`src/sbt_pkg.sv`:
```
// Shared constants for the sixteen-bit general timer
package sbt_pkg;
    localparam int SBT_AW = 5;
    localparam int SBT_DW = 32;
    localparam int SBT_CW = 16;
    // Register byte offsets
    localparam logic [SBT_AW-1:0] SBT_OFF_CONTROL = 5'h00;
    localparam logic [SBT_AW-1:0] SBT_OFF_PERIOD = 5'h04;
    localparam logic [SBT_AW-1:0] SBT_OFF_COUNT = 5'h08;
    localparam logic [SBT_AW-1:0] SBT_OFF_STATUS = 5'h0c;
    localparam logic [SBT_AW-1:0] SBT_OFF_CLEAR = 5'h10;
    localparam logic [SBT_AW-1:0] SBT_OFF_ENABLE = 5'h14;
    // Control field positions
    localparam int SBT_BIT_RUN = 15;
    localparam int SBT_BIT_IDLE_STOP = 13;
    localparam int SBT_BIT_GATE = 6;
    localparam int SBT_BIT_PS_HI = 5;
    localparam int SBT_BIT_PS_LO = 4;
    localparam int SBT_BIT_SYNC = 2;
    localparam int SBT_BIT_CS = 1;
    localparam logic [SBT_CW-1:0] SBT_CONTROL_MASK = 16'ha076;
    localparam logic [SBT_CW-1:0] SBT_CONTROL_RESET = 16'h0000;
    localparam logic [SBT_CW-1:0] SBT_PERIOD_RESET = 16'hffff;
    localparam logic [SBT_CW-1:0] SBT_COUNT_RESET = 16'h0000;
    // Interrupt event bits
    localparam int SBT_NIRQ = 2;
    localparam int SBT_IRQ_MATCH = 0;
    localparam int SBT_IRQ_GATE_FALL = 1;
    // Prescale codes and their terminal counts (ratio minus one)
    localparam logic [1:0] SBT_PS_1 = 2'h0;
    localparam logic [1:0] SBT_PS_8 = 2'h1;
    localparam logic [1:0] SBT_PS_64 = 2'h2;
    localparam logic [1:0] SBT_PS_256 = 2'h3;
    localparam int SBT_PW = 8;
    localparam logic [SBT_PW-1:0] SBT_TC_1 = 8'h00;
    localparam logic [SBT_PW-1:0] SBT_TC_8 = 8'h07;
    localparam logic [SBT_PW-1:0] SBT_TC_64 = 8'h3f;
    localparam logic [SBT_PW-1:0] SBT_TC_256 = 8'hff;
    typedef enum logic [2:0] {
        SBT_BUS_IDLE = 3'b001,
        SBT_BUS_WAIT = 3'b010,
        SBT_BUS_DONE = 3'b100
    } sbt_bus_t;
endpackage : sbt_pkg

```
`src/sbt_prescaler.sv`:
```
// Prescaler turning count ticks into prescaled increment pulses
`timescale 1ns/1ps
`default_nettype none
module sbt_prescaler
    import sbt_pkg::*;
(
    // Clock and reset
    input wire logic pclk,
    input wire logic presetn,
    // Control
    input wire logic clear,
    input wire logic tick,
    input wire logic [1:0] select,
    // Result
    output logic pulse
);
    logic [SBT_PW-1:0] acc;
    logic [SBT_PW-1:0] next_acc;
    logic [SBT_PW-1:0] limit;

    always_comb begin
        unique case (select)
            SBT_PS_1: limit = SBT_TC_1;
            SBT_PS_8: limit = SBT_TC_8;
            SBT_PS_64: limit = SBT_TC_64;
            SBT_PS_256: limit = SBT_TC_256;
        endcase
        pulse = tick && (acc == limit);
        if (clear) begin
            next_acc = '0;
        end else if (pulse) begin
            next_acc = '0;
        end else if (tick) begin
            next_acc = acc + 8'h01;
        end else begin
            next_acc = acc;
        end
    end

    always_ff @(posedge pclk or negedge presetn) begin
        if (!presetn) begin
            acc <= '0;
        end else begin
            acc <= next_acc;
        end
    end
endmodule : sbt_prescaler
`default_nettype wire

```
`src/sbt_timer.sv`:
```
// Sixteen-bit general timer with APB registers and interrupt
`timescale 1ns/1ps
`default_nettype none
module sbt_timer
    import sbt_pkg::*;
(
    // Clock and reset
    input wire logic pclk,
    input wire logic presetn,
    // APB slave
    input wire logic psel,
    input wire logic penable,
    input wire logic pwrite,
    input wire logic [SBT_AW-1:0] paddr,
    input wire logic [SBT_DW-1:0] pwdata,
    output logic [SBT_DW-1:0] prdata,
    output logic pready,
    output logic pslverr,
    // Power state of the processor
    input wire logic idle_mode,
    input wire logic sleep_mode,
    // Pin: external clock, also the gate
    input wire logic external_timer_clock_pin,
    // Interrupt
    output logic irq
);
    import sbt_pkg::*;

    logic [SBT_CW-1:0] timer_control;
    logic [SBT_CW-1:0] period_register;
    logic [SBT_CW-1:0] count;
    logic [SBT_NIRQ-1:0] irq_status;
    logic [SBT_NIRQ-1:0] irq_enable;
    logic [SBT_CW-1:0] next_timer_control;
    logic [SBT_CW-1:0] next_period_register;
    logic [SBT_CW-1:0] next_count;
    logic [SBT_NIRQ-1:0] next_irq_status;
    logic [SBT_NIRQ-1:0] next_irq_enable;
    logic [SBT_DW-1:0] next_prdata;
    logic next_pready;
    logic next_pslverr;
    logic next_irq;
    sbt_bus_t bus_state;
    sbt_bus_t next_bus_state;

    logic pin_meta;
    logic pin_sync;
    logic pin_prev;
    logic next_pin_prev;

    logic timer_run;
    logic idle_stop;
    logic gate_accumulate_enable;
    logic [1:0] prescale_select;
    logic external_sync_select;
    logic clock_source_select;
    logic running;
    logic gated;
    logic tick;
    logic inc;
    logic gate_fall;
    logic access;
    logic wr;
    logic mapped;
    logic ps_clear;
    logic [SBT_NIRQ-1:0] events;

    function automatic logic [SBT_DW-1:0] sbt_widen(
        input logic [SBT_CW-1:0] v
    );
        sbt_widen = {{(SBT_DW-SBT_CW){1'b0}}, v};
    endfunction : sbt_widen

    // Control fields
    assign timer_run = timer_control[SBT_BIT_RUN];
    assign idle_stop = timer_control[SBT_BIT_IDLE_STOP];
    assign gate_accumulate_enable = timer_control[SBT_BIT_GATE];
    assign prescale_select = timer_control[SBT_BIT_PS_HI:SBT_BIT_PS_LO];
    assign external_sync_select = timer_control[SBT_BIT_SYNC];
    assign clock_source_select = timer_control[SBT_BIT_CS];

    // Pin passes two flops before any logic reads it
    always_ff @(posedge pclk or negedge presetn) begin
        if (!presetn) begin
            pin_meta <= 1'b0;
            pin_sync <= 1'b0;
        end else begin
            pin_meta <= external_timer_clock_pin;
            pin_sync <= pin_meta;
        end
    end

    always_comb begin
        // Only the unsynchronised counter survives Sleep
        running = timer_run && !(idle_stop && idle_mode) &&
                  !(sleep_mode &&
                    !(clock_source_select && !external_sync_select));
        gated = gate_accumulate_enable && !clock_source_select;
        // Pin rising edge or instruction-rate clock
        // Sync bit only matters for the external source
        if (clock_source_select) begin
            tick = running && pin_sync && !pin_prev;
        end else if (gated) begin
            // Gate high lets internal ticks through
            tick = running && pin_sync;
        end else begin
            tick = running;
        end
        gate_fall = running && gated && pin_prev && !pin_sync;
        next_pin_prev = pin_sync;
    end

    // Control writes restart the prescaler so a new ratio starts clean
    assign ps_clear = wr &&
        (paddr == SBT_OFF_CONTROL || paddr == SBT_OFF_COUNT);

    sbt_prescaler u_prescaler (
        .pclk(pclk),
        .presetn(presetn),
        .clear(ps_clear),
        .tick(tick),
        .select(prescale_select),
        .pulse(inc)
    );

    // Bus decode: answer on the second access cycle
    assign access = psel && penable && (bus_state == SBT_BUS_WAIT);
    assign wr = access && pwrite;
    always_comb begin
        unique case (paddr)
            SBT_OFF_CONTROL, SBT_OFF_PERIOD, SBT_OFF_COUNT,
            SBT_OFF_STATUS, SBT_OFF_CLEAR, SBT_OFF_ENABLE: mapped = 1'b1;
            default: mapped = 1'b0;
        endcase
    end

    always_comb begin
        next_bus_state = bus_state;
        next_pready = 1'b0;
        next_pslverr = 1'b0;
        next_prdata = '0;
        unique case (bus_state)
            SBT_BUS_IDLE: begin
                if (psel && !penable) begin
                    next_bus_state = SBT_BUS_WAIT;
                end
            end
            SBT_BUS_WAIT: begin
                if (access) begin
                    next_bus_state = SBT_BUS_DONE;
                    next_pready = 1'b1;
                    next_pslverr = !mapped;
                    if (!pwrite) begin
                        unique case (paddr)
                            SBT_OFF_CONTROL:
                                next_prdata = sbt_widen(timer_control);
                            SBT_OFF_PERIOD:
                                next_prdata = sbt_widen(period_register);
                            SBT_OFF_COUNT:
                                next_prdata = sbt_widen(count);
                            SBT_OFF_STATUS:
                                next_prdata = {{(SBT_DW-SBT_NIRQ){1'b0}},
                                               irq_status};
                            SBT_OFF_ENABLE:
                                next_prdata = {{(SBT_DW-SBT_NIRQ){1'b0}},
                                               irq_enable};
                            default: next_prdata = '0;
                        endcase
                    end
                end else if (!psel) begin
                    next_bus_state = SBT_BUS_IDLE;
                end
            end
            SBT_BUS_DONE: begin
                next_bus_state = (psel && !penable) ? SBT_BUS_WAIT
                                                    : SBT_BUS_IDLE;
            end
            default: next_bus_state = SBT_BUS_IDLE;
        endcase
    end

    always_comb begin
        next_timer_control = timer_control;
        next_period_register = period_register;
        next_count = count;
        next_irq_enable = irq_enable;
        events = '0;
        // Wrap to zero on the increment after a match
        if (inc) begin
            if (count == period_register) begin
                next_count = '0;
            end else begin
                next_count = count + 16'h0001;
            end
        end
        events[SBT_IRQ_MATCH] = inc && (count == period_register);
        events[SBT_IRQ_GATE_FALL] = gate_fall;
        next_irq_status = irq_status;
        if (wr) begin
            unique case (paddr)
                SBT_OFF_CONTROL:
                    next_timer_control = pwdata[SBT_CW-1:0] &
                                         SBT_CONTROL_MASK;
                SBT_OFF_PERIOD: next_period_register = pwdata[SBT_CW-1:0];
                SBT_OFF_COUNT: next_count = pwdata[SBT_CW-1:0];
                SBT_OFF_CLEAR:
                    next_irq_status = irq_status & ~pwdata[SBT_NIRQ-1:0];
                SBT_OFF_ENABLE: next_irq_enable = pwdata[SBT_NIRQ-1:0];
                default: ;
            endcase
        end
        // Set wins over a clear in the same cycle
        next_irq_status = next_irq_status | events;
        next_irq = |(next_irq_status & next_irq_enable);
    end

    always_ff @(posedge pclk or negedge presetn) begin
        if (!presetn) begin
            timer_control <= SBT_CONTROL_RESET;
            period_register <= SBT_PERIOD_RESET;
            count <= SBT_COUNT_RESET;
            irq_status <= '0;
            irq_enable <= '0;
            bus_state <= SBT_BUS_IDLE;
            prdata <= '0;
            pready <= 1'b0;
            pslverr <= 1'b0;
            irq <= 1'b0;
            pin_prev <= 1'b0;
        end else begin
            timer_control <= next_timer_control;
            period_register <= next_period_register;
            count <= next_count;
            irq_status <= next_irq_status;
            irq_enable <= next_irq_enable;
            bus_state <= next_bus_state;
            prdata <= next_prdata;
            pready <= next_pready;
            pslverr <= next_pslverr;
            irq <= next_irq;
            pin_prev <= next_pin_prev;
        end
    end
endmodule : sbt_timer
`default_nettype wire

```
`config.mk`:
```
export PLATFORM = sky130hd
export DESIGN_NAME = sbt_timer
export DESIGN_NICKNAME = d
export VERILOG_FILES = /design/src/sbt_pkg.sv /design/src/sbt_prescaler.sv /design/src/sbt_timer.sv
export SDC_FILE = /design/constraint.sdc
export NUM_CORES = 1
export LEC_CHECK = 0
export ABC_AREA = 1
export CAP_MARGIN = 20
export CORE_MARGIN = 3
export CORE_UTILIZATION = 63
export DETAILED_ROUTE_END_ITERATION = 10
export DONT_BUFFER_PORTS = 1
export GPL_ROUTABILITY_DRIVEN = 0
export PLACE_DENSITY = 0.87
export SLEW_MARGIN = 20
export SYNTH_ARGS = -nofsm -noshare
export SYNTH_HDL_FRONTEND = slang
export SYNTH_SLANG_ARGS = --single-unit
```
`constraint.sdc`:
```
create_clock -name pclk -period 4.3 [get_ports pclk]
set_clock_uncertainty 0.2 [all_clocks]
set_input_delay 0.43 -clock pclk [delete_from_list [all_inputs] [get_ports pclk]]
set_output_delay 0.43 -clock pclk [all_outputs]
set_load 0.03 [all_outputs]
```
# After elaboration in Yosys (flattened, before gate mapping)
# Index checks and enable logic that the tools add are counted.
[op_classes] add_sub_neg=2 eq_ne=15 muxes=28 n_bitwise=4 n_reduce_logical=36
[op_table] operator="2-to-1 mux 16 bit" count=7
[op_table] operator="case mux 16 bit (5 select lines)" count=1
[op_table] operator="case mux 8 bit (4 select lines)" count=1
[op_table] operator="2-to-1 mux 8 bit" count=3
[op_table] operator="logical AND 1 bit" count=18
[op_table] operator="adder 16 x 1 -> 16 bit (second input constant)" count=1
[op_table] operator="equality test 16 bit" count=1
[op_table] operator="equality test 5 x 4 -> 1 bit (second input constant)" count=2
[op_table] operator="equality test 5 bit (second input constant)" count=2
[op_table] operator="2-to-1 mux 2 bit" count=5
[op_table] operator="logical NOT 1 bit" count=9
[op_table] operator="2-to-1 mux 3 bit" count=3
[op_table] operator="case mux 3 bit (3 select lines)" count=1
[op_table] operator="adder 8 x 1 -> 8 bit (second input constant)" count=1
[op_table] operator="equality test 8 bit" count=1
[op_table] operator="2-to-1 mux 1 bit" count=7
[op_table] operator="AND reduction 2 bit" count=3
[op_table] operator="OR reduction 6 bit" count=1
[op_table] operator="equality test 5 x 3 -> 1 bit (second input constant)" count=1
[op_table] operator="logical NOT 5 bit" count=1
[op_table] operator="bitwise AND 2 bit" count=2
[op_table] operator="equality test 2 bit (second input constant)" count=2
[op_table] operator="equality test 3 x 1 -> 1 bit (second input constant)" count=1
[op_table] operator="equality test 3 x 2 -> 1 bit (second input constant)" count=1
[op_table] operator="other kinds (10)" count=10
[totals] ff_bits=92 inputBits=45 out_inout_bits=35 wordCells=99

# Logic depth before layout (Yosys ltp)
# Gate-level depths: netlist of the first run.
[depth] ltp_word=14 depth_mapped=12 mapped_depth_nobuf=12

# Cells and area by module
# From an unflattened synthesis of the first run, not the netlist that was laid out.
[hier_totals] cells_unflattened=573 area_unflattened_um2=4304.1
[modules_own_cells] module="sbt_timer" n_inst=1 cells_each=485 area_per_inst_um2=3707.3 seq_area_each_um2=1722.9
[modules_own_cells] module="sbt_prescaler" n_inst=1 cells_each=88 area_per_inst_um2=596.8 seq_area_each_um2=200.2

# Worst setup path after synthesis of the first run
# Ideal clock, no wire load.
[synth_timing] kind="flip-flop to flip-flop" startpoint="register count[0]" endpoint="register count[10]" setup_time_ns=0.117 t_arrival_ns=1.425 required_time_ns=3.983 setup_slack_ns=2.558 stages_incl_launch_ff=10 path_buffers=0 synth_period_minus_slack_ns=1.742 path_cell_list="dfrtp_1 -> ha_1 -> nand3_1 -> nor2_1 -> nand2_1 -> nor2_1 -> xor2_1 -> nor2_1 -> nor2_1 -> nor2_1"
[synth_via] elab_chain_cells=5 word_cells_on_any_way=6 cone_classes="1 x add/sub; 1 x eq/ne; 4 x mux"
[synth_rtl] element="start, declared" line="sbt_timer.sv:31" rtl="logic [SBT_CW-1:0] count;"
[synth_rtl] element="start signal, assigned" line="sbt_timer.sv:233" rtl="count <= next_count;"
[synth_rtl] element="adder 16 x 1 -> 16 bit / equality test 16 bit (equally long branches)" line="sbt_timer.sv:193, sbt_timer.sv:190"
[synth_rtl] element="2-to-1 mux 16 bit *" line="sbt_timer.sv:190" rtl="if (count == period_register) begin"
[synth_rtl] element="2-to-1 mux 16 bit *" line="sbt_timer.sv:189" rtl="if (inc) begin"
[synth_rtl] element="2-to-1 mux 16 bit" line="sbt_timer.sv:200" rtl="unique case (paddr)"
[synth_rtl] element="2-to-1 mux 16 bit *" line="sbt_timer.sv:199" rtl="if (wr) begin"
[synth_rtl] element="via next_count[10]" line="sbt_timer.sv:36" rtl="logic [SBT_CW-1:0] next_count;"
# The timed path passes the listed nets; every way through them passes the cells marked *.
# A chain may end at the register's enable or synchronous reset.

# Worst setup path after layout of the first run
[layout_timing] startpoint="register timer_control[5]" endpoint="register count[11]"
[layout_via] elab_chain_cells=7 word_cells_on_any_way=10 cone_classes="4 x eq/ne; 4 x mux; 2 x reduce/logical"
[layout_rtl] element="start, declared" line="sbt_timer.sv:29" rtl="logic [SBT_CW-1:0] timer_control;"
[layout_rtl] element="start signal, assigned" line="sbt_timer.sv:231" rtl="timer_control <= next_timer_control;"
[layout_rtl] element="equality test 2 bit, or another cell as far along" line="sbt_prescaler.sv:22" rtl="unique case (select)"
[layout_rtl] element="case mux 8 bit (4 select lines) *" line="sbt_prescaler.sv:22"
[layout_rtl] element="equality test 8 bit *" line="sbt_prescaler.sv:28" rtl="pulse = tick && (acc == limit);"
[layout_rtl] element="logical AND 1 bit *" line="sbt_prescaler.sv:28"
[layout_rtl] element="2-to-1 mux 16 bit *" line="sbt_timer.sv:189"
[layout_rtl] element="2-to-1 mux 16 bit" line="sbt_timer.sv:200"
[layout_rtl] element="2-to-1 mux 16 bit *" line="sbt_timer.sv:199"
[layout_rtl] element="via next_count[11]" line="sbt_timer.sv:36"
# Marked as above.

==> results.sh, run 1 <==
export IMPL_setup_tns_ps=0
export IMPL_setup_viol=0
export IMPL_synth_area_um2=4560
export IMPL_synth_seq_area_share=0.422
export IMPL_crit_fanout=19
export IMPL_cts_path_max_buffers=2
export IMPL_synth_edf_count=0
export IMPL_ys_warn_count=0
export IMPL_drc_errors=0
export IMPL_io_pins=80
export IMPL_leakage_nw=2.28
export IMPL_status="complete, no violations"
export IMPL_maxCapViolCount=0
export IMPL_synthCells=585
export IMPL_die_y_um=91.0
export IMPL_cp_end_kind="flip-flop"
export IMPL_fin_crit_ps=2090
export IMPL_p_seq_frac=0.548
export IMPL_min_period_over_period=0.487
export IMPL_core_um2=6910
export IMPL_detail_route_wl_per_cell_um=14.9
export IMPL_synth_seq_cells=76
export IMPL_cp_required_ps=4340
export IMPL_grt_usage=0.259
export IMPL_drt_iter0_drc=284
export IMPL_vias=3834
export IMPL_first_pass_iters=6
export IMPL_grt_first_pass_wirelength_um=17400
export IMPL_fmax_ghz=0.478
export IMPL_p_per_area_nw_per_um2=280
export IMPL_crit_chain="nand2_2 > o21ai_2 > inv_2 > nor2_4 > nand3_4 > nand2_1 > nand2_1 > nor2_1 > nor2_1"
export IMPL_swShare=0.262
export IMPL_layout_drive_gt1_share=0.152
export IMPL_area_growth_pct=6.26
export IMPL_fin_area_um2=4840
export IMPL_cts_tree="done"
export IMPL_synth_area_per_cell_um2=7.79
export IMPL_port_buffers=0
export IMPL_p_comb_frac=0.075
export IMPL_start_util=0.660
export IMPL_cp_start_kind="flip-flop"
export IMPL_ys_flop_type="dfrtp_1"
export IMPL_critPathSlowestCell="dfrtp_1"
export IMPL_clk_latency_ps=350
export IMPL_crit_type="reg -> reg"
export IMPL_worst_endpoint_arrival_ps=2130
export IMPL_grt_max_degree=77
export IMPL_die_width_um=91.0
export IMPL_cts_buffers=9
export IMPL_cp_top_family="simple AND/OR/NAND/NOR gates"
export IMPL_worst_pin_slew_ps=953
export IMPL_internal_power_w=0.000999
export IMPL_clock_tree_root_cell="clkbuf_8"
export IMPL_final_core_util=0.701
export IMPL_cts_htree_levels=3
export IMPL_final_max_slew_viol_count=0
export IMPL_grt_antenna_before_repair=0
export IMPL_drtAntennaViolNets=0
export IMPL_hold_viol_final=0
export IMPL_clkSinkCount=76
export IMPL_maxSlewHeadroom=0.365
export IMPL_async_flop_share=1.00
export IMPL_clkPwrFrac=0.376
export IMPL_nNetsFinal=639
export IMPL_hpwl_um=6960
export IMPL_die_area_um2=8290
export IMPL_synth_distinct_cells=40
export IMPL_hp_class="in -> reg"
export IMPL_std_cell_rows=30
export IMPL_viasPerCell=5.53
export IMPL_crit_path_max_incr_delay_ps=610
export IMPL_diodes=0
export IMPL_ir_drop_uv=212
export IMPL_post_cts_setup_buffers=0
export IMPL_wirelength_um=10300
export IMPL_cts_clk_slew_worst_paths_ps=80
export IMPL_grt_pass1_vias=3728
export IMPL_crit_buf_inv=1
export IMPL_netSwitchingPower_w=0.000354
export IMPL_grt_overflow=0
export IMPL_rsz0062_at_grt="false"
export IMPL_place_area_um2=4500
[what timing repair did]
action,in CTS,in global routing
hold buffers,14,0
endpoints found under the hold margin,87,0
resized for setup,0,0
[per-stage QoR]
stage                     hold slack, ps  total power (W)  std cells  setup slack (ps)
final                               25.5          0.00135        693              2210
after global routing                8.76          0.00141        693              1980
after CTS                           6.47          0.00136        693              2220
after detailed placement           -63.3         0.000829        663              2070
after global placement             -63.7         0.000825        663              2140
after floorplan                    -65.6         0.000829        600              2560
[sequential cells by signal (all words and copies together), names as in the netlist]
| name | cells |
|---|---|
| irq | 1 |
| pin_meta | 1 |
| bus_state | 3 |
| period_register | 16 |
| pready | 1 |
| count | 16 |
| pin_prev | 1 |
| u_prescaler.acc | 8 |
| next_pin_prev | 1 |
| prdata | 16 |
| irq_enable | 2 |
| timer_control | 7 |
| irq_status | 2 |
| pslverr | 1 |
[cells by family after synthesis]
| family | count (synthesis) | share of synthesized area |
|---|---|---|
| XOR/XNOR | 20 | 0.0384 |
| adder cells (fa/ha/maj) | 2 | 0.00549 |
| flip-flops | 76 | 0.422 |
| multiplexers | 3 | 0.00988 |
| other | 1 | 0.000823 |
| AND/OR/NAND/NOR | 306 | 0.319 |
| buffers and inverters | 97 | 0.107 |
| AO/OA/AOI/OAI | 80 | 0.0975 |
[placed cells by master, fill, tap and decap left out, types with 9 or more instances in the layout]
cell type	netlist	routed
a21oi_1	38	38
clkbuf_8	0	11
conb_1	1	16
dfrtp_1	59	59
dfstp_2	17	17
dlygate4sd3_1	0	13
inv_1	54	54
nand2_1	159	159
nand3_1	16	16
nand4_1	11	11
nor2_1	72	72
nor2_2	9	9
nor2_4	9	9
o21ai_0	15	15
o21ai_1	12	12
xor2_1	18	18
[power groups by stage]
stage	clock [W]	combinational [W]	sequential, W
final	0.000509	0.000102	0.000742
after global routing	0.000554	0.000113	0.000744
after CTS	0.000518	0.000101	0.000742
after detailed placement	0	0.0000739	0.000755
after global placement	0	0.0000705	0.000754
after floorplan	0	0.0000779	0.000751
[layout make-up]
cell class | count | area (um2)
Timing Repair Buffer | 15 | 165
Clock inverter | 5 | 36.3
Inverter | 63 | 244
Tap cell | 96 | 120
Fill cell | 557 | 2060
Multi-Input combinational cell | 427 | 2200
Sequential cell | 76 | 1920
Clock buffer | 11 | 151
[synthesized netlist by cell type, drive strengths merged (11+ instances only)]
| cell | count | area [um2] |
|---|---|---|
| nor3 | 11 | 70.1 |
| inv | 62 | 235 |
| buf | 32 | 235 |
| dfrtp | 59 | 1480 |
| dfstp | 17 | 447 |
| a21oi | 38 | 190 |
| xor2 | 18 | 158 |
| nand4 | 11 | 68.8 |
| nor2 | 92 | 468 |
| nand3 | 22 | 155 |
| nand2 | 169 | 684 |
| o21ai | 31 | 178 |
[metal layers]
| layer | GRT usage | share of wire |
|---|---|---|
| met5 | 0 | 0 |
| met4 | 0.0854 | 0.016 |
| met1 | 0.320 | 0.40 |
| met2 | 0.447 | 0.51 |
| met3 | 0.0580 | 0.070 |
[final timing paths]
path	startpoint	depth (start not counted)	slack, ps	end
worst max-delay path	timer_control[5]	9	2210	count[11]
worst min-delay path	pwdata[2]	2	30	period_register[2]
worst max register to register	timer_control[5]	9	2210	count[11]
worst min register to register	pin_meta	0	160	next_pin_prev
max in group asynchronous	presetn	2	3100	period_register[3]
min in group asynchronous	presetn	2	450	pslverr
(Power assumes the default switching activity.)
==> run 2: changes to the inputs <==
==> constraint.sdc (replaced) <==
create_clock -name pclk -period 2.1 [get_ports pclk]
set_clock_uncertainty 0.2 [all_clocks]
set_input_delay 0.21 -clock pclk [delete_from_list [all_inputs] [get_ports pclk]]
set_output_delay 0.21 -clock pclk [all_outputs]
set_load 0.03 [all_outputs]
==> run 2 against run 1 <==
  * The flow now finishes with violations (negative hold slack)
  * Final area up 4.1%
  * Utilization up 2.9 points
  * Combinational power up 100%
  * Power up 110%
  * First-iteration DRC count down 14%
  * Non-clock buffer count up 17
  * Critical path depth unchanged
  * Hold slack worse by 690 ps
  * Maximum frequency up 7.2%
  * Sequential share of layout area down 1.6 points
  * Die area unchanged
  * Global-route usage up 1.2 points
  * Critical endpoint is now count[12]
  * Largest cell class unchanged
==> results.sh, run 2 (synthesized netlist as in run 1, its figures left out) <==
export IMPL_drc_errors=0
export IMPL_drtAntennaViolNets=0
export IMPL_internal_power_w=0.00211
export IMPL_port_buffers=0
export IMPL_final_max_slew_viol_count=0
export IMPL_reg_top3="count: 16 flops, period_register: 16 flops, prdata: 16 flops"
export IMPL_most_common_layout_cells="157 x nand2_1, 72 x nor2_1, 58 x dfrtp_1, 54 x inv_1, 37 x a21oi_1"
export IMPL_grt_first_pass_wirelength_um=18000
export IMPL_worst_endpoint_arrival_ps=2000
export IMPL_diodes=0
export IMPL_grt_overflow=0
export IMPL_clkPwrFrac=0.395
export IMPL_fill_cells=527
export IMPL_clock_tree_root_cell="clkbuf_8"
export IMPL_violations="negative hold slack"
export IMPL_io_pins=80
export IMPL_cts_htree_levels=3
export IMPL_cts_clk_slew_worst_paths_ps=90
export IMPL_p_comb_frac=0.072
export IMPL_nNetsFinal=657
export IMPL_drt_iter0_drc=243
export IMPL_cts_buffers=9
export IMPL_hold_slack_ps=-667
export IMPL_layout_drive_gt1_share=0.161
export IMPL_maxCapViolCount=0
export IMPL_hold_viol_final=76
export IMPL_core_um2=6910
export IMPL_maxSlewHeadroom=0.606
export IMPL_wirelength_um=10700
export IMPL_cpMostUsedCell="nor2_1"
export IMPL_layout_commonest_cell="nand2_1"
export IMPL_first_pass_iters=7
export IMPL_viasPerCell=5.53
export IMPL_cp_end_kind="flip-flop"
export IMPL_hpwl_um=7130
export IMPL_netSwitchingPower_w=0.000739
export IMPL_hp_class="in -> async"
export IMPL_fin_cells=711
export IMPL_min_period_over_period=0.930
export IMPL_clk_latency_ps=360
export IMPL_cp_required_ps=2140
export IMPL_crit_chain="ha_1 > nand3_1 > nor2_1 > buf_4 > nand4_1 > xor2_1 > nor2_2 > nor2_1 > nor2_1"
export IMPL_start_util=0.660
export IMPL_cp_start_kind="flip-flop"
export IMPL_clkSinkCount=76
export IMPL_grt_antenna_before_repair=0
export IMPL_rsz0062_at_grt="false"
export IMPL_fmax_ghz=0.512
export IMPL_fin_ws_ps=148
export IMPL_std_cell_rows=30
export IMPL_die_y_um=91.0
export IMPL_grt_usage=0.271
export IMPL_setup_tns_ps=0
export IMPL_die_area_um2=8290
export IMPL_leakage_nw=2.38
export IMPL_swShare=0.259
export IMPL_vias=3930
export IMPL_cts_tree="done"
export IMPL_p_seq_frac=0.532
export IMPL_dp_cells=667
export IMPL_crit_type="reg -> reg"
export IMPL_worst_pin_slew_ps=589
export IMPL_setup_viol=0
export IMPL_cts_path_max_buffers=2
export IMPL_area_growth_pct=10.7
export IMPL_fin_crit_ps=1950
export IMPL_crit_path_max_incr_delay_ps=440
export IMPL_detail_route_wl_per_cell_um=15.1
export IMPL_die_width_um=91.0
export IMPL_critPathSlowestCell="dfrtp_1"
export IMPL_grt_pass1_vias=3920
export IMPL_dp_worst_setup_slack_ps=83.9
export IMPL_crit_fanout=6
export IMPL_cts_hold_buffers=26
export IMPL_status="finished, violations left"
export IMPL_p_total_w=0.00285
export IMPL_grt_max_degree=77
export IMPL_p_per_area_nw_per_um2=566
export IMPL_ir_drop_uv=394
-- run 2: cell types whose count changed in the layout (fill, tap and decap cells not counted), sizes merged --
cell / delta
clkbuf: -1
bufinv: +1
nand3: +1
dlygate4sd3: +13
inv: +1
clkinvlp: -1
buf: +4
-- run 2: critical path, delay by kind of cell (launching register included) --
| family | cells | cell delay (ps) |
|---|---|---|
| flip-flops | 1 | 440 |
| XOR/XNOR | 1 | 200 |
| adder cells (fa/ha/maj) | 1 | 220 |
| buffers and inverters | 1 | 160 |
| AND/OR/NAND/NOR | 6 | 630 |
-- run 2: area by class of cell --
class                   count  area [um2]  share of cell area
multi-input cells         428        2240               0.445
flip-flops and latches     76        1920               0.382
repair buffers             32         318              0.0630
inverters                  63         246              0.0489
clock buffers              10         128              0.0253
well taps                  96         120              0.0238
clock inverters             6        63.8              0.0127
-- run 2: worst paths after layout --
check	startpoint	slack [ps]	to	depth (start not counted)
worst min-delay path	presetn	-670	bus_state[1]	0
max in group asynchronous	presetn	2140	period_register[5]	0
worst max-delay path	count[0]	150	count[12]	9
worst max register to register	count[0]	150	count[12]	9
worst min register to register	pin_meta	150	next_pin_prev	0
min in group pclk	pwrite	10	irq_enable[0]	4
-- run 2: routing by layer --
layer | share of wire | wire length (um) | global-route usage | vias up
met1 | 0.40 | 4250 | 0.321 | 1866
met3 | 0.056 | 597 | 0.0464 | 38
met4 | 0.030 | 326 | 0.138 | 0
met5 | 0 | 0 | 0 | -
li1 | - | - | - | 1863
met2 | 0.52 | 5570 | 0.470 | 163
-- run 2: what timing repair did --
action,4_1_cts,5_1_grt
resized for setup,0,9
endpoints found under the hold margin,130,76
setup endpoints to repair,0,17
setup buffers,0,1
-- run 2: per-stage QoR --
step	area (um2)	utilization
2_1_floorplan	4610	-
3_3_place_gp	4540	0.657
3_5_place_dp	4540	0.657
4_1_cts	4990	0.723
5_1_grt	5040	0.730
6_report	5040	0.730
-- run 2: power groups by stage --
stage | Clock (W) | Sequential [W] | Combinational, W
floorplan | 0 | 0.00154 | 0.000159
global placement | 0 | 0.00154 | 0.000146
detailed placement | 0 | 0.00155 | 0.000153
CTS | 0.00112 | 0.00152 | 0.000200
global route | 0.00120 | 0.00152 | 0.000229
finish | 0.00113 | 0.00152 | 0.000206
==> run 3: changes to the inputs <==
--- a/config.mk
+++ b/config.mk
@@ -5,13 +5,11 @@
 export SDC_FILE = /design/constraint.sdc
 export NUM_CORES = 1
 export LEC_CHECK = 0
-export ABC_AREA = 1
 export CAP_MARGIN = 20
 export CORE_MARGIN = 3
 export CORE_UTILIZATION = 63
 export DETAILED_ROUTE_END_ITERATION = 10
 export DONT_BUFFER_PORTS = 1
-export GPL_ROUTABILITY_DRIVEN = 0
 export PLACE_DENSITY = 0.87
 export SLEW_MARGIN = 20
 export SYNTH_ARGS = -nofsm -noshare
==> run 3 against run 2 <==
  * The flow finishes with violations (design-rule violations, negative hold slack, max-capacitance violations, max-slew violations, negative setup slack)
  * Non-clock buffer count up 89
  * Die area down 11%
  * Combinational power rose to 6.8 times the previous value
  * Critical path depth down 4
==> results.sh, run 3 <==
export IMPL_p_seq_frac=0.373
export IMPL_worst_pin_slew_ps=1670
export IMPL_fin_area_um2=5550
export IMPL_core_um2=6060
export IMPL_status="finished, violations left"
export IMPL_die_width_um=85.9
export IMPL_maxSlewHeadroom=-0.142
export IMPL_cts_clk_slew_worst_paths_ps=100
export IMPL_drt_iter0_drc=1011
export IMPL_drtAntennaViolNets=0
export IMPL_netSwitchingPower_w=0.00150
export IMPL_layout_commonest_cell="buf_4"
export IMPL_clkPwrFrac=0.310
export IMPL_swShare=0.340
export IMPL_vias=4643
export IMPL_most_common_layout_cells="78 x buf_4, 58 x dfrtp_1, 48 x nor2_1, 26 x dlygate4sd3_1, 25 x nand2_1"
export IMPL_hold_viol_final=76
export IMPL_clk_latency_ps=370
export IMPL_std_cell_rows=28
export IMPL_synth_common_cells="59 x dfrtp_1, 53 x nor2_1, 28 x nand2_1"
export IMPL_clkSinkCount=76
export IMPL_async_flop_share=1.00
export IMPL_min_period_over_period=1.53
export IMPL_p_total_w=0.00441
export IMPL_synth_edf_count=0
export IMPL_viasPerCell=7.86
export IMPL_place_gp_congestion=0.903
export IMPL_nNetsFinal=558
export IMPL_violations="design-rule violations, negative hold slack, max-capacitance violations, max-slew violations, negative setup slack"
export IMPL_fill_cells=193
export IMPL_maxCapViolCount=1
export IMPL_worst_endpoint_arrival_ps=3210
export IMPL_grt_first_pass_wirelength_um=23500
export IMPL_cts_buffers=9
export IMPL_rsz0062_at_grt="true"
export IMPL_cts_tree="done"
export IMPL_synth_seq_cells=76
export IMPL_synthCells=402
export IMPL_place_area_um2=4540
export IMPL_grt_usage=0.422
export IMPL_fin_crit_ps=3210
export IMPL_area_growth_pct=37.9
export IMPL_hpwl_um=7210
export IMPL_first_pass_iters=11
export IMPL_fin_ws_ps=-1110
export IMPL_detail_route_wl_per_cell_um=32.2
export IMPL_port_buffers=0
export IMPL_ys_flop_type="dfrtp_1"
export IMPL_fin_cells=591
export IMPL_hp_class="in -> async"
export IMPL_start_util=0.664
export IMPL_synth_top_area_frac=0.367
export IMPL_cp_required_ps=2100
export IMPL_io_pins=80
export IMPL_synth_distinct_cells=55
export IMPL_reg_top3="count: 16 flops, period_register: 16 flops, prdata: 16 flops"
export IMPL_ir_drop_uv=693
export IMPL_cp_end_kind="flip-flop"
export IMPL_cp_start_kind="input pin"
export IMPL_crit_type="in -> reg"
export IMPL_setup_tns_ps=-23380
export IMPL_crit_fanout=6
export IMPL_cts_path_max_buffers=2
export IMPL_p_comb_frac=0.317
export IMPL_internal_power_w=0.00291
export IMPL_die_y_um=85.9
export IMPL_final_max_slew_viol_count=2
export IMPL_diodes=0
export IMPL_layout_drive_gt1_share=0.390
export IMPL_dp_cells=522
export IMPL_grt_overflow=0
export IMPL_setup_viol=69
export IMPL_yosys_area_top_type="dfrtp_1"
export IMPL_grt_antenna_before_repair=3
export IMPL_cts_htree_levels=3
export IMPL_leakage_nw=2.44
export IMPL_grt_max_degree=77
export IMPL_wirelength_um=19000
export IMPL_synth_area_per_cell_um2=10.0
export IMPL_clock_tree_root_cell="clkbuf_8"
export IMPL_hold_slack_ps=-682
export IMPL_drc_errors=9
export IMPL_p_per_area_nw_per_um2=794
export IMPL_synth_area_um2=4020
export IMPL_ys_warn_count=0
export IMPL_synthMostInstantiatedCell="dfrtp_1"
export IMPL_synth_seq_area_share=0.478
export IMPL_synth_area_leaders="dfrtp_1 37%, dfstp_2 11%, mux2_2 6.7%"
export IMPL_fmax_ghz=0.311
export IMPL_die_area_um2=7380
export IMPL_grt_pass1_vias=4204
==> run 3: changes by cell type after synthesis, moves of 12 or more <==
cell	before	now
xnor2_1	2	18
nand2_1	159	28
inv_1	54	5
mux2_2	0	24
clkbuf_1	1	16
nor2_1	72	53
o21ai_1	12	0
xor2_1	18	4
a21oi_1	38	14
==> run 3: per-layer routing <==
layer	vias to the layer above	track usage	wire length, um
li1	1616	-	-
met1	2108	0.507	5680
met4	6	0.242	2190
met2	628	0.654	7790
met5	-	0	46
met3	285	0.155	3340
==> run 3: area by class of cell <==
class                           count  area, um2  share of cell area
Timing Repair Buffer              121       1050               0.189
Sequential cell                    76       1920               0.347
Tap cell                           75       93.8              0.0169
Clock buffer                       13        159              0.0286
Inverter                            5       18.8             0.00338
Multi-Input combinational cell    298       2240               0.403
Clock inverter                      3       68.8              0.0124
==> run 3: repair_timing <==
action                                  in CTS  in global routing
gates cloned                                 1                  0
buffers inserted                            14                 14
endpoints found under the setup margin      50                 57
hold buffers                                26                  2
resized for setup                           33                 56
endpoints found under the hold margin      134                 78
pin swaps                                   11                 24
==> run 3: critical path, cell delays in order <==
cell and delay (ps):
nand2b_1 260, a2111oi_0 1460, nand2_1 290, or2_2 480, nor2_1 500
==> run 3: path summary, 6_finish.rpt <==
check / start / cells past startpoint / slack, ps / end
worst max-delay path: paddr[3] / 5 / -1110 / prdata[4]
worst min-delay path: presetn / 0 / -680 / pslverr
worst max register to register: period_register[15] / 7 / -930 / count[12]
worst min register to register: pin_meta / 0 / 170 / next_pin_prev
max in group asynchronous: presetn / 0 / 2140 / period_register[6]
min in group pclk: paddr[3] / 3 / 40 / timer_control[1]
==> run 3: metrics by stage <==
step	setup WS, ps	util
global route	-1120	0.915
finish	-1110	0.915
global placement	-152	0.749
floorplan	-110	-
detailed placement	-221	0.749
CTS	-232	0.871
==> run 3: power by group through the flow <==
| stage | combinational (W) | sequential (W) | clock [W] |
|---|---|---|---|
| 2_1_floorplan | 0.000488 | 0.00167 | 0 |
| 3_3_place_gp | 0.000746 | 0.00164 | 0 |
| 3_5_place_dp | 0.000776 | 0.00165 | 0 |
| 4_1_cts | 0.000991 | 0.00163 | 0.00130 |
| 5_1_grt | 0.00139 | 0.00165 | 0.00139 |
| 6_report | 0.00140 | 0.00164 | 0.00136 |
==> run 3: cell families (layout without fill, tap and decap cells) <==
family / after synthesis / count (layout) / share of synthesized area
AO/OA/AOI/OAI: 68 / 68 / 0.112
XOR/XNOR: 22 / 22 / 0.0479
adder cells (fa/ha/maj): 2 / 2 / 0.00622
buffers and inverters: 43 / 142 / 0.0600
flip-flops: 76 / 76 / 0.478
multiplexers: 31 / 31 / 0.0877
other: 1 / 16 / 0.000932
AND/OR/NAND/NOR: 159 / 159 / 0.207
